--- config.mk ---
export PLATFORM = sky130hd
export DESIGN_NAME = half_precision_float_converter
export DESIGN_NICKNAME = d
export VERILOG_FILES = /design/src/common/half_conv_pkg.sv /design/src/rtl/half_precision_float_converter.sv
export SDC_FILE = /design/constraint.sdc
export NUM_CORES = 1
export LEC_CHECK = 0
export BUFFER_PORTS_ARGS = -buffer_cell sky130_fd_sc_hd__buf_2
export CORE_AREA = 2 2 128 161
export DETAILED_ROUTE_END_ITERATION = 12
export DIE_AREA = 0 0 130 163
export PLACE_DENSITY = 0.63
export RECOVER_POWER = 25
export SYNTH_ARGS = -nofsm -noshare
export SYNTH_HDL_FRONTEND = slang
export SYNTH_SLANG_ARGS = --single-unit
--- constraint.sdc ---
create_clock -name clk_in -period 11.2 [get_ports clk_in]
set_input_delay 3.36 -clock clk_in [delete_from_list [all_inputs] [get_ports clk_in]]
set_output_delay 3.36 -clock clk_in [all_outputs]
set_load 0.1 [all_outputs]
--- src/common/half_conv_pkg.sv ---
// Purpose: Shared constants and types for the half/single precision converter.
// Assumes: APB slave with 32-bit data and one aligned word per register.
// Notes:   Flag layout is shared by the status, mask and interrupt logic.
package half_conv_pkg;
   // Register byte addresses
   localparam logic [7:0] ADDR_STATUS  = 8'h00;
   localparam logic [7:0] ADDR_MASK    = 8'h04;
   localparam logic [7:0] ADDR_CONFIG  = 8'h08;
   localparam logic [7:0] ADDR_FEATURE = 8'h0c;
   localparam logic [7:0] ADDR_EXTENDED_CONTROL_REGISTER_ZERO    = 8'h10;
   localparam logic [7:0] ADDR_OPERAND = 8'h14;
   localparam logic [7:0] ADDR_COMMAND = 8'h18;
   localparam logic [7:0] ADDR_RESULT  = 8'h1c;

   // Flag bit positions (status and mask share this layout)
   localparam int NUM_FLAGS = 6;
   localparam int FLAG_INV  = 0;
   localparam int FLAG_DEN  = 1;
   localparam int FLAG_OVF  = 2;
   localparam int FLAG_UNF  = 3;
   localparam int FLAG_PRE  = 4;
   localparam int FLAG_UD   = 5;

   // Command word fields
   localparam int CMD_SEL_BIT = 2;
   localparam int CMD_DIR_BIT = 8;

   // Config and extended control fields
   localparam int CFG_FTZ_BIT = 2;
   localparam int XCR_LSB     = 1;

   // Feature bit positions
   localparam int FEAT_OS_SAVE_BIT = 27;
   localparam int FEAT_WIDE_BIT    = 28;
   localparam int FEAT_HALF_BIT    = 29;
   localparam logic [31:0] FEATURE_VALUE = (32'h1 << FEAT_HALF_BIT) |
                                           (32'h1 << FEAT_WIDE_BIT) |
                                           (32'h1 << FEAT_OS_SAVE_BIT);

   // Reset values, and the extended control value that enables commands
   localparam logic [NUM_FLAGS-1:0] MASK_RST   = 6'h1f;
   localparam logic [NUM_FLAGS-1:0] STATUS_RST = 6'h00;
   localparam logic [1:0]           XCR_RST    = 2'h0;
   localparam logic [1:0]           XCR_ON     = 2'h3;

   // Floating-point format constants
   localparam logic [7:0] EXP8_ALL   = 8'hff;
   localparam logic [4:0] EXP5_ALL   = 5'h1f;
   localparam logic [7:0] SUB_LIMIT  = 8'h71;
   localparam logic [8:0] BIAS_DIFF  = 9'h070;
   localparam logic [8:0] EXP5_LIMIT = 9'h01f;
   localparam logic [7:0] MAX_SHIFT  = 8'h1a;
   localparam logic [7:0] H2S_BASE   = 8'h67;

   typedef enum logic [1:0] {
      RND_NEAREST = 2'h0,
      RND_DOWN    = 2'h1,
      RND_UP      = 2'h2,
      RND_TRUNC   = 2'h3
   } round_mode_type;

   typedef struct packed {
      logic        psel;
      logic        penable;
      logic        pwrite;
      logic [7:0]  paddr;
      logic [31:0] pwdata;
   } apb_req_type;

   typedef struct packed {
      logic [31:0] prdata;
      logic        pready;
      logic        pslverr;
   } apb_rsp_type;

   typedef struct packed {
      logic [NUM_FLAGS-1:0] status;
      logic [NUM_FLAGS-1:0] mask;
      round_mode_type       rc;
      logic                 flush_to_zero;
      logic [1:0]           xcr;
      logic [31:0]          operand;
      logic [31:0]          result;
      logic [31:0]          rdata;
      logic                 slverr;
   } conv_state_type;
endpackage : half_conv_pkg

--- src/rtl/half_precision_float_converter.sv ---
// Purpose: Single/half precision converter with flags, behind an APB slave.
// Assumes: Operand written first, then a command write starts one conversion.
// Notes:   Conversion is combinational; result and flags land one edge later.
// Operation
// - Single-to-half rounds with the immediate field when bit 2 is zero, else with the control field.
// - Rounding field 00 is nearest even, 01 down, 10 up and 11 truncate.
// - A quiet NaN becomes a half quiet NaN with sign kept, top ten fraction bits, no flag.
// - A signalling NaN is quieted the same way, sets invalid, and is not written when unmasked.
// - A denormal single source sets the denormal flag; a denormal half source leaves it alone.
// - A result below two to the minus fourteen sets underflow and precision when inexact.
// - With flush to zero an underflowing result is a signed zero with precision and underflow set.
// - A result of two to the sixteen or more sets overflow and gives a signed infinity when masked.
// - An inexact result sets precision and delivers the rounded half value.
// - The rounded result is written only when no unmasked underflow or overflow occurred.
// - A denormal source with denormal masked but precision or underflow unmasked sets all three.
// - Feature bits 29 and 28 report half conversion and wide vector support.
// - Without wide vector state enabled a command raises an undefined opcode fault.
`timescale 1ns/100ps
module half_precision_float_converter (
   input  wire logic                      clk_in,
   input  wire logic                      sys_rst_in,
   input  wire half_conv_pkg::apb_req_type apb_req_in,
   output      half_conv_pkg::apb_rsp_type apb_rsp_out,
   output      logic                      irq_out
);
   half_conv_pkg::conv_state_type st_r;
   half_conv_pkg::conv_state_type st_nxt;

   logic                              setup;
   logic                              access;
   logic                              go;
   logic [7:0]                        imm;
   logic                              dir_h2s;
   half_conv_pkg::round_mode_type     rmode;
   logic                              sgn;
   logic [7:0]                        ex;
   logic [22:0]                       fr;
   logic [23:0]                       man;
   logic                              den_in;
   logic                              sub;
   logic [7:0]                        sdist;
   logic [4:0]                        sh;
   logic [49:0]                       wide;
   logic [10:0]                       keep;
   logic                              rbit;
   logic                              sticky;
   logic                              inx;
   logic                              inc;
   logic [11:0]                       sum;
   logic [8:0]                        hexp;
   logic                              tiny;
   logic                              ovf;
   logic [4:0]                        he;
   logic [9:0]                        hf;
   logic [3:0]                        lead;
   logic [9:0]                        hnorm;
   logic [31:0]                       conv_res;
   logic [half_conv_pkg::NUM_FLAGS-1:0] conv_flags;
   logic                              conv_wr;
   logic [half_conv_pkg::NUM_FLAGS-1:0] flag_set;

   // APB phase decode; a command write is the only thing that starts a conversion
   assign setup  = apb_req_in.psel & ~apb_req_in.penable;
   assign access = apb_req_in.psel & apb_req_in.penable;
   assign go     = access & apb_req_in.pwrite & (apb_req_in.paddr == half_conv_pkg::ADDR_COMMAND);

   // Field split and alignment of the single-precision operand
   always_comb begin
      imm     = apb_req_in.pwdata[7:0];
      dir_h2s = apb_req_in.pwdata[half_conv_pkg::CMD_DIR_BIT];
      // Upper immediate bits are simply not looked at
      rmode   = imm[half_conv_pkg::CMD_SEL_BIT] ? st_r.rc :
                half_conv_pkg::round_mode_type'(imm[1:0]);
      sgn     = st_r.operand[31];
      ex      = st_r.operand[30:23];
      fr      = st_r.operand[22:0];
      man     = {(ex != 8'h00), fr};
      den_in  = (ex == 8'h00) && (fr != 23'h0);
      sub     = ex < half_conv_pkg::SUB_LIMIT;
      sdist   = half_conv_pkg::SUB_LIMIT - ex;
      // Shift is capped: beyond the cap every bit is already in the sticky part
      if (!sub) begin
         sh = 5'h00;
      end else if (sdist > half_conv_pkg::MAX_SHIFT) begin
         sh = half_conv_pkg::MAX_SHIFT[4:0];
      end else begin
         sh = sdist[4:0];
      end
      wide   = {man, 26'h0} >> sh;
      keep   = wide[49:39];
      rbit   = wide[38];
      sticky = |wide[37:0];
      inx    = rbit | sticky;
      case (rmode)
         half_conv_pkg::RND_NEAREST: begin
            inc = rbit & (sticky | keep[0]);
         end
         half_conv_pkg::RND_DOWN: begin
            inc = inx & sgn;
         end
         half_conv_pkg::RND_UP: begin
            inc = inx & ~sgn;
         end
         default: begin
            inc = 1'b0;
         end
      endcase
      sum  = {1'b0, keep} + {11'h000, inc};
      // Subnormal path: the hidden bit only appears if rounding carries into it
      hexp = sub ? {8'h00, sum[10]} :
             9'({1'b0, ex} - half_conv_pkg::BIAS_DIFF + {8'h00, sum[11]});
      tiny = sub & (man != 24'h0);
      ovf  = ~sub & (hexp >= half_conv_pkg::EXP5_LIMIT);
   end

   // Half operand normalisation for the widening direction
   always_comb begin
      he   = st_r.operand[14:10];
      hf   = st_r.operand[9:0];
      lead = 4'h0;
      for (int i = 0; i < 10; i++) begin
         if (hf[i]) begin
            lead = 4'(i);
         end
      end
      hnorm = 10'(hf << (4'ha - lead));
   end

   // Result and raised flags of one conversion
   always_comb begin
      conv_res   = 32'h0000_0000;
      conv_flags = '0;
      if (dir_h2s) begin
         if (he == half_conv_pkg::EXP5_ALL) begin
            conv_res = {st_r.operand[15], half_conv_pkg::EXP8_ALL, hf, 13'h0000};
            if (hf != 10'h000) begin
               conv_res[22] = 1'b1;
               conv_flags[half_conv_pkg::FLAG_INV] = ~hf[9];
            end
         end else if (he == 5'h00) begin
            // Denormal half is exact in single and never touches the denormal flag
            if (hf != 10'h000) begin
               conv_res = {st_r.operand[15], half_conv_pkg::H2S_BASE + {4'h0, lead},
                           hnorm, 13'h0000};
            end else begin
               conv_res = {st_r.operand[15], 31'h0000_0000};
            end
         end else begin
            conv_res = {st_r.operand[15], 3'h0, he + 5'h00, hf, 13'h0000};
            conv_res[30:23] = {3'h0, he} + half_conv_pkg::BIAS_DIFF[7:0];
         end
      end else if (ex == half_conv_pkg::EXP8_ALL) begin
         if (fr == 23'h0) begin
            conv_res = {16'h0000, sgn, half_conv_pkg::EXP5_ALL, 10'h000};
         end else begin
            // Low thirteen significand bits are dropped, quiet bit forced
            conv_res = {16'h0000, sgn, half_conv_pkg::EXP5_ALL, 1'b1, fr[21:13]};
            conv_flags[half_conv_pkg::FLAG_INV] = ~fr[22];
         end
      end else if ((ex == 8'h00) && (fr == 23'h0)) begin
         conv_res = {16'h0000, sgn, 15'h0000};
      end else begin
         conv_flags[half_conv_pkg::FLAG_DEN] = den_in;
         conv_flags[half_conv_pkg::FLAG_PRE] = inx;
         if (ovf) begin
            // Masked overflow saturates to infinity in every rounding mode
            conv_flags[half_conv_pkg::FLAG_OVF] = 1'b1;
            conv_flags[half_conv_pkg::FLAG_PRE] = 1'b1;
            conv_res = {16'h0000, sgn, half_conv_pkg::EXP5_ALL, 10'h000};
         end else begin
            conv_res = {16'h0000, sgn, hexp[4:0], sum[9:0]};
            if (tiny) begin
               conv_flags[half_conv_pkg::FLAG_UNF] = 1'b1;
               if (st_r.flush_to_zero) begin
                  conv_res = {16'h0000, sgn, 15'h0000};
                  conv_flags[half_conv_pkg::FLAG_PRE] = 1'b1;
               end
            end
         end
         if (den_in && st_r.mask[half_conv_pkg::FLAG_DEN] &&
             (!st_r.mask[half_conv_pkg::FLAG_PRE] || !st_r.mask[half_conv_pkg::FLAG_UNF])) begin
            conv_flags[half_conv_pkg::FLAG_DEN] = 1'b1;
            conv_flags[half_conv_pkg::FLAG_UNF] = 1'b1;
            conv_flags[half_conv_pkg::FLAG_PRE] = 1'b1;
         end
      end
      // Unmasked invalid, denormal, underflow or overflow suppresses the write
      conv_wr = ~|(conv_flags & ~st_r.mask &
                   6'((1 << half_conv_pkg::FLAG_INV) | (1 << half_conv_pkg::FLAG_DEN) |
                      (1 << half_conv_pkg::FLAG_UNF) | (1 << half_conv_pkg::FLAG_OVF)));
      // No vector state from the OS: fault, nothing else is raised or written
      if (st_r.xcr != half_conv_pkg::XCR_ON) begin
         conv_flags = 6'(1 << half_conv_pkg::FLAG_UD);
         conv_wr    = 1'b0;
      end
   end

   assign flag_set = go ? conv_flags : '0;

   // Register file, read capture in setup phase, writes at the access edge
   always_comb begin
      st_nxt = st_r;
      // Set wins over a write-one-to-clear in the same cycle
      st_nxt.status = st_r.status | flag_set;
      if (go && conv_wr) begin
         st_nxt.result = conv_res;
      end
      if (setup) begin
         st_nxt.slverr = 1'b0;
         case (apb_req_in.paddr)
            half_conv_pkg::ADDR_STATUS: begin
               st_nxt.rdata = {26'h0, st_r.status};
            end
            half_conv_pkg::ADDR_MASK: begin
               st_nxt.rdata = {26'h0, st_r.mask};
            end
            half_conv_pkg::ADDR_CONFIG: begin
               st_nxt.rdata = {29'h0, st_r.flush_to_zero, st_r.rc};
            end
            half_conv_pkg::ADDR_FEATURE: begin
               st_nxt.rdata = half_conv_pkg::FEATURE_VALUE;
            end
            half_conv_pkg::ADDR_EXTENDED_CONTROL_REGISTER_ZERO: begin
               st_nxt.rdata = {29'h0, st_r.xcr, 1'b0};
            end
            half_conv_pkg::ADDR_OPERAND: begin
               st_nxt.rdata = st_r.operand;
            end
            half_conv_pkg::ADDR_COMMAND: begin
               st_nxt.rdata = 32'h0000_0000;
            end
            half_conv_pkg::ADDR_RESULT: begin
               st_nxt.rdata = st_r.result;
            end
            default: begin
               st_nxt.rdata  = 32'h0000_0000;
               st_nxt.slverr = 1'b1;
            end
         endcase
      end
      if (access && apb_req_in.pwrite) begin
         case (apb_req_in.paddr)
            half_conv_pkg::ADDR_STATUS: begin
               st_nxt.status = (st_r.status & ~apb_req_in.pwdata[5:0]) | flag_set;
            end
            half_conv_pkg::ADDR_MASK: begin
               st_nxt.mask = apb_req_in.pwdata[5:0];
            end
            half_conv_pkg::ADDR_CONFIG: begin
               st_nxt.rc  = half_conv_pkg::round_mode_type'(apb_req_in.pwdata[1:0]);
               st_nxt.flush_to_zero = apb_req_in.pwdata[half_conv_pkg::CFG_FTZ_BIT];
            end
            half_conv_pkg::ADDR_EXTENDED_CONTROL_REGISTER_ZERO: begin
               st_nxt.xcr = apb_req_in.pwdata[half_conv_pkg::XCR_LSB +: 2];
            end
            half_conv_pkg::ADDR_OPERAND: begin
               st_nxt.operand = apb_req_in.pwdata;
            end
            default: begin
               st_nxt.operand = st_nxt.operand;
            end
         endcase
      end
   end

   // State register
   always_ff @(posedge clk_in) begin
      if (sys_rst_in) begin
         st_r <= '{status: half_conv_pkg::STATUS_RST, mask: half_conv_pkg::MASK_RST,
                   rc: half_conv_pkg::RND_NEAREST, flush_to_zero: 1'b0, xcr: half_conv_pkg::XCR_RST,
                   operand: 32'h0, result: 32'h0, rdata: 32'h0, slverr: 1'b0};
      end else begin
         st_r <= st_nxt;
      end
   end

   // Zero wait states keeps the master simple; pslverr is only sampled in access
   assign apb_rsp_out.prdata  = st_r.rdata;
   assign apb_rsp_out.pready  = 1'b1;
   assign apb_rsp_out.pslverr = st_r.slverr;
   assign irq_out = |(st_r.status & ~st_r.mask);
endmodule : half_precision_float_converter

## After elaboration in Yosys (flattened, before gate mapping)

Cells that the tools add are included.
W data, S select, Z words.

| word-level totals | value |
|---|---|
| bits of input ports | 45 |
| memory bits (read-only) | 0 |
| output and inout bits | 35 |
| bits in writable memories | 0 |
| register bits | 114 |
| memories | 0 |
| latch bits | 0 |

| cells by class | value |
|---|---|
| reduce and logical (&&, ||, !) cells | 27 |
| add/subtract/negate cells | 7 |
| shift-type cells | 2 |
| bitwise operators | 23 |
| multiplexer cells | 51 |
| divide/modulo/power cells | 0 |
| multiply operators | 0 |
| order comparisons | 3 |
| equal/unequal tests | 12 |

Operators by type and width:

| cell | count |
|---|---|
| $pmux W32 S7 | 1 |
| $mux W31 | 3 |
| $mux W15 | 5 |
| $mux W32 | 2 |
| $shr A50 B5 Y50 | 1 |
| $mux W49 | 1 |
| $mux W4 | 11 |
| $reduce_or A38 Y1 | 1 |
| $eq A8 B5 Y1 const B | 4 |
| $mux W6 | 4 |
| $reduce_bool A24 Y1 | 1 |
| $logic_not A23 Y1 | 1 |
| $reduce_bool A23 Y1 | 1 |
| $eq A8 B4 Y1 const B | 2 |
| $logic_not A8 Y1 | 2 |
| $mux W1 | 14 |
| $add A11 B1 Y12 | 1 |
| $and A6 B6 Y6 | 2 |
| $not A6 Y6 | 2 |
| $or A6 B6 Y6 | 2 |
| $mux W10 | 1 |
| $mux W5 | 2 |
| $reduce_bool A10 Y1 | 1 |
| $shl A10 B4 Y10 | 1 |
| other kinds (33) | 59 |

## Depth between registers and ports, before layout

| depth | value |
|---|---|
| depth in word-level cells | 24 |
| gate-level depth with buffers | 37 |
| mapped depth without buffers | 31 |

## Least setup slack after synthesis

No wires, ideal clock.

| timing path | value |
|---|---|
| path type | input port to flip-flop |
| from | in apb_req_in[2] (netlist name) |
| to | reg st_r[48] (netlist name) |
| path buffers | 3 |
| arrival | 7731 ps |
| setup slack | 3398 ps |
| cell stages on the path | 25 |
| cells stage by stage | clkbuf_1 -> mux2i_1 -> ha_1 -> xor2_1 -> nand2_1 -> a21o_1 -> a221oi_1 -> ha_1 -> nor4b_2 -> nand4_1 -> nor3_1 -> ha_1 -> ha_1 -> nand3_1 -> nand3_1 -> o21ai_0 -> a31oi_1 -> o21ai_0 -> o22ai_1 -> nand3b_1 -> o2111ai_1 -> clkbuf_1 -> clkbuf_1 -> nand2_1 -> a21oi_1 |

| on the way | value |
|---|---|
| longest elaborated chain between the ends | 18 |

RTL lines:

| what | line | source |
|---|---|---|
| from (decl) | half_precision_float_converter.sv:22 | `input wire half_conv_pkg::apb_req_type apb_req_in,` |
| $mux W2 * | half_precision_float_converter.sv:72 | `rmode = imm[half_conv_pkg::CMD_SEL_BIT] ? st_r.rc :` |
| $eq A2 B2 Y1 (tied with other cells) | half_precision_float_converter.sv:94 | `case (rmode)` |
| $pmux W1 S3 * | half_precision_float_converter.sv:94 |  |
| $add A11 B1 Y12 * | half_precision_float_converter.sv:108 | `sum = {1'b0, keep} + {11'h000, inc};` |
| $add A9 B1 Y9 | half_precision_float_converter.sv:111 | `9'({1'b0, ex} - half_conv_pkg::BIAS_DIFF + {8'h00, sum[11]});` |
| $mux W9 * | half_precision_float_converter.sv:110 | `hexp = sub ? {8'h00, sum[10]} :` |
| $ge A9 B5 Y1 * | half_precision_float_converter.sv:113 | `ovf = ~sub & (hexp >= half_conv_pkg::EXP5_LIMIT);` |
| $and A1 B1 Y1 * | half_precision_float_converter.sv:113 |  |
| [... 2 more ...] | - |  |
| $mux W4 * | half_precision_float_converter.sv:160 | `end else if ((ex == 8'h00) && (fr == 23'h0)) begin` |
| $mux W4 * | half_precision_float_converter.sv:152 | `end else if (ex == half_conv_pkg::EXP8_ALL) begin` |
| $mux W4 * | half_precision_float_converter.sv:133 | `if (dir_h2s) begin` |
| $and A4 B4 Y4 * | half_precision_float_converter.sv:188 | `conv_wr = ~\|(conv_flags & ~st_r.mask &` |
| $reduce_or A4 Y1 * | half_precision_float_converter.sv:188 |  |
| $logic_not A1 Y1 * | half_precision_float_converter.sv:188 |  |
| $mux W1 * | half_precision_float_converter.sv:192 | `if (st_r.xcr != half_conv_pkg::XCR_ON) begin` |
| $logic_and A1 B1 Y1 * | half_precision_float_converter.sv:205 | `if (go && conv_wr) begin` |
| to (signal assigned) | half_precision_float_converter.sv:269 | `st_r <= '{status: half_conv_pkg::STATUS_RST, mask: half_conv_pkg::MASK_RST,` |
| to (signal assigned) | half_precision_float_converter.sv:273 | `st_r <= st_nxt;` |
| to (decl) | half_precision_float_converter.sv:26 | `half_conv_pkg::conv_state_type st_r;` |

Mark *: on every way between the ends. The rest lies on a longest branch, timed or not.
A chain may end at the register's enable or synchronous reset.

## Final worst setup path

| timing path | value |
|---|---|
| from | reg st_r, in the netlist ex[1] |
| to | reg st_r[36] (netlist name) |

| on the way | value |
|---|---|
| longest elaborated chain between the ends | 24 |

RTL lines:

| what | line | source |
|---|---|---|
| $sub A7 B8 Y8 | half_precision_float_converter.sv:80 | `sdist = half_conv_pkg::SUB_LIMIT - ex;` |
| $gt A8 B5 Y1 | half_precision_float_converter.sv:84 | `end else if (sdist > half_conv_pkg::MAX_SHIFT) begin` |
| $mux W5 | half_precision_float_converter.sv:84 |  |
| $mux W5 | half_precision_float_converter.sv:82 | `if (!sub) begin` |
| $shr A50 B5 Y50 | half_precision_float_converter.sv:89 | `wide = {man, 26'h0} >> sh;` |
| $reduce_or A38 Y1 | half_precision_float_converter.sv:92 | `sticky = \|wide[37:0];` |
| $or A1 B1 Y1 (on tied branches) | half_precision_float_converter.sv:93, half_precision_float_converter.sv:96 |  |
| $and A1 B1 Y1 (on tied branches) | half_precision_float_converter.sv:102, half_precision_float_converter.sv:96, half_precision_float_converter.sv:99 |  |
| [... 8 more ...] | - |  |
| $mux W4 | half_precision_float_converter.sv:160 |  |
| $mux W4 | half_precision_float_converter.sv:152 |  |
| $mux W4 | half_precision_float_converter.sv:133 |  |
| $and A4 B4 Y4 | half_precision_float_converter.sv:188 |  |
| $reduce_or A4 Y1 | half_precision_float_converter.sv:188 |  |
| $logic_not A1 Y1 | half_precision_float_converter.sv:188 |  |
| $mux W1 | half_precision_float_converter.sv:192 |  |
| $logic_and A1 B1 Y1 | half_precision_float_converter.sv:205 |  |

Several ways; a longest one is shown, not always the timed one.

==> qor.yml <==
status:
  status: "finished, final reports clean"
floorplanning:
  core-area_um2: 19800
  initial_core_util: 0.392
  die_x_um: 130
  placementRows: 58
  ios: 80
  die-area_um2: 21200
  die_y_um: 163
synth:
  synth-seq-cells: 113
  synth_edf_count: 0
  synth_area_leaders: "dfxtp_1 (29%), a21oi_1 (8.4%), nor2_1 (7.4%)"
  synth_cells: 1095
  netlist_area_um2: 7770
  ys_types: 82
  ys.flop_type: "dfxtp_1"
  synthArstFlopShare: 0
  synth_top_area_share: 0.291
  yosysSeqAreaShare: 0.291
  syn-num-nets: 1152
  yosysTopAreaCell: "dfxtp_1"
  syn_avg_cell_area_um2: 7.10
  ys_warn_count: 0
clocking:
  ctsRootBufferMaster: "clkbuf_16"
  postCtsSetupBuffers: 0
  cts_hold_buf: 0
  cts_resized: 0
  worstSkewPairLatency_ns: 0.42
  cts_tree: "built"
  htree_levels: 4
  clk_pin_slew_ns: 0.05
  clk_path_buf_depth: 2
  cts_sinks: 113
  cts_buffers: 17
min_path:
  whs_path_depth: 2
  hold_path.startpoint: "st_r[63]$_SDFFE_PP0P_"
  holdPathEnd: "st_r[63]$_SDFFE_PP0P_"
  worstHoldPathType: "reg2reg"
grt:
  grt_max_degree: 80
  grt_first_pass_wirelength_um: 40600
  antenna_found_initial: 0
  grt_usage: 0.244
  grt_pass1_vias: 7524
  grt-ovfl-total: 0
setup_path:
  r2r-start: "ex[1]$_SDFFE_PP0P_"
  required_ns: 11.52
  start_kind: "register"
  r2r_setup_slack_ns: 2.79
  rr_endpoint: "st_r[36]$_SDFFE_PP0P_"
  cp-startpoint: "ex[1]$_SDFFE_PP0P_"
  path_max_fanout: 26
  r2r_cells: 30
  worst_path_most_repeated_cell: "ha_1"
  slowest_delay_ns: 0.83
  crit_path_end_kind: "register"
  crit_arrival_ns: 8.74
  slowest_stage: "nor2_2"
  crit_type: "reg2reg"
final_layout:
  fin_nets: 1125
  n_antenna_cell: 0
  area_delta_synth_final_pct: 9.66
  drive_gt1_frac: 0.102
  layout_common_cells: "nor2_1 (153), nand2_1 (152), a21oi_1 (130)"
  layout.cells.most_common: "nor2_1"
timing:
  slew_viol_final: 0
  min_period_ns: 8.41
  rsz0062_at_grt: "no"
  skew_ns: 0.0120
  worstMarginPinSlew_ns: 1.19
  finalSetupTns_ns: 0
  clock.fmax_ghz: 0.119
  setup_violations: 0
  max-slew-margin-rel: 0.213
  hold_viol_final: 0
  fin_crit_sh: 0.751
routing:
  antenna_left: 0
  finalWirelength_um: 25600
  vias_per_cell: 5.90
  first_pass_iters: 6
  dr.first_iter.drc_count: 839
  via_count: 7977
  drc: 0
  wl_per_cell_um: 19.0
power_and_ir_drop:
  ir_drop_mv: 0.103
  power_mw: 1.04
  leakage_nw: 2.97
  p_per_area_nw_per_um2: 122
placement:
  portBuffers: 78
  place_congestion: 1.01
  detailed_place_hpwl_um: 17800
flow_run:
  drv_cap: 0
==> cell usage after synthesis (all sizes together) (6+ instances only) <==
master,number
a211o,7
a211oi,10
a21oi,130
a221oi,7
a22oi,38
and3,6
buf,51
clkbuf,82
dfxtp,113
ha,12
inv,25
mux2i,26
nand2,152
nand2b,8
nand3,30
nand4,11
nor2,155
nor2b,7
nor3,31
nor4,13
o211ai,10
o21ai,37
or3,9
xnor2,9
xor2,6
==> layer usage <==
metal	vias to the layer above	GRT usage	share of wire
met5	-	0	0
met4	0	0.144	0.056
met3	88	0.0516	0.077
met2	384	0.382	0.46
met1	3679	0.308	0.41
li1	3826	-	-
==> cells by family (layout without fill, tap and decap cells) <==
group / count (synthesis) / after routing / share of synthesized area
compound gates: 315 / 315 / 0.264
xor+xnor: 15 / 15 / 0.0169
fa+ha+maj: 12 / 12 / 0.0193
buf+inv: 158 / 144 / 0.0967
flops: 113 / 113 / 0.291
mux: 32 / 32 / 0.0451
other cells: 1 / 1 / 0.000482
simple gates: 449 / 449 / 0.267
==> metrics by stage <==
stage,hold WS (ns),instances,utilization,worst slack (ns),cell area (um2)
2_1_floorplan,0.431,1095,-,3.40,7770
4_1_cts,0.452,1351,0.432,2.93,8570
3_5_place_dp,0.445,1319,0.400,2.85,7920
6_report,0.451,1351,0.430,2.79,8520
5_1_grt,0.469,1351,0.430,1.99,8520
3_3_place_gp,0.439,1319,0.400,3.02,7920
==> how the worst max path moves through the flow <==
stage / to
floorplan: st_r[48]$_SDFFE_PP0P_
global placement: st_r[36]$_SDFFE_PP0P_
detailed placement: st_r[36]$_SDFFE_PP0P_
CTS: st_r[36]$_SDFFE_PP0P_
global route: st_r[62]$_SDFFE_PP0P_
finish: st_r[36]$_SDFFE_PP0P_
==> sequential cells by signal (all words and copies together), names as in the netlist <==
register / count
st_r: 48
apb_rsp_out: 33
fr: 23
ex: 8
sgn: 1
==> cell type report <==
type / instances / area (um2)
clock buffers: 22 / 464
clock inverters: 10 / 181
fillers: 2057 / 11300
inverters: 25 / 93.8
multi-input cells: 824 / 4770
flip-flops and latches: 113 / 2260
well taps: 270 / 338
repair buffers: 87 / 419
==> power by group <==
group	leakage, nW	switching, mW	internal [mW]
Combinational	1.74	0.0255	0.0106
Sequential	0.910	0.000343	0.403
Clock	0.314	0.195	0.406
Total	2.97	0.221	0.819
==> critical path: cells and delay by family, from the launching register on <==
| kind | cells | cell delay (ns) |
|---|---|---|
| and+or+nand+nor | 10 | 3.05 |
| AOI/OAI and AO/OA | 14 | 2.98 |
| adders and majority gates | 4 | 1.14 |
| DFF | 1 | 0.80 |
| buffers and inverters | 2 | 0.31 |
No activity file was read; power rests on OpenSTA's default activity.
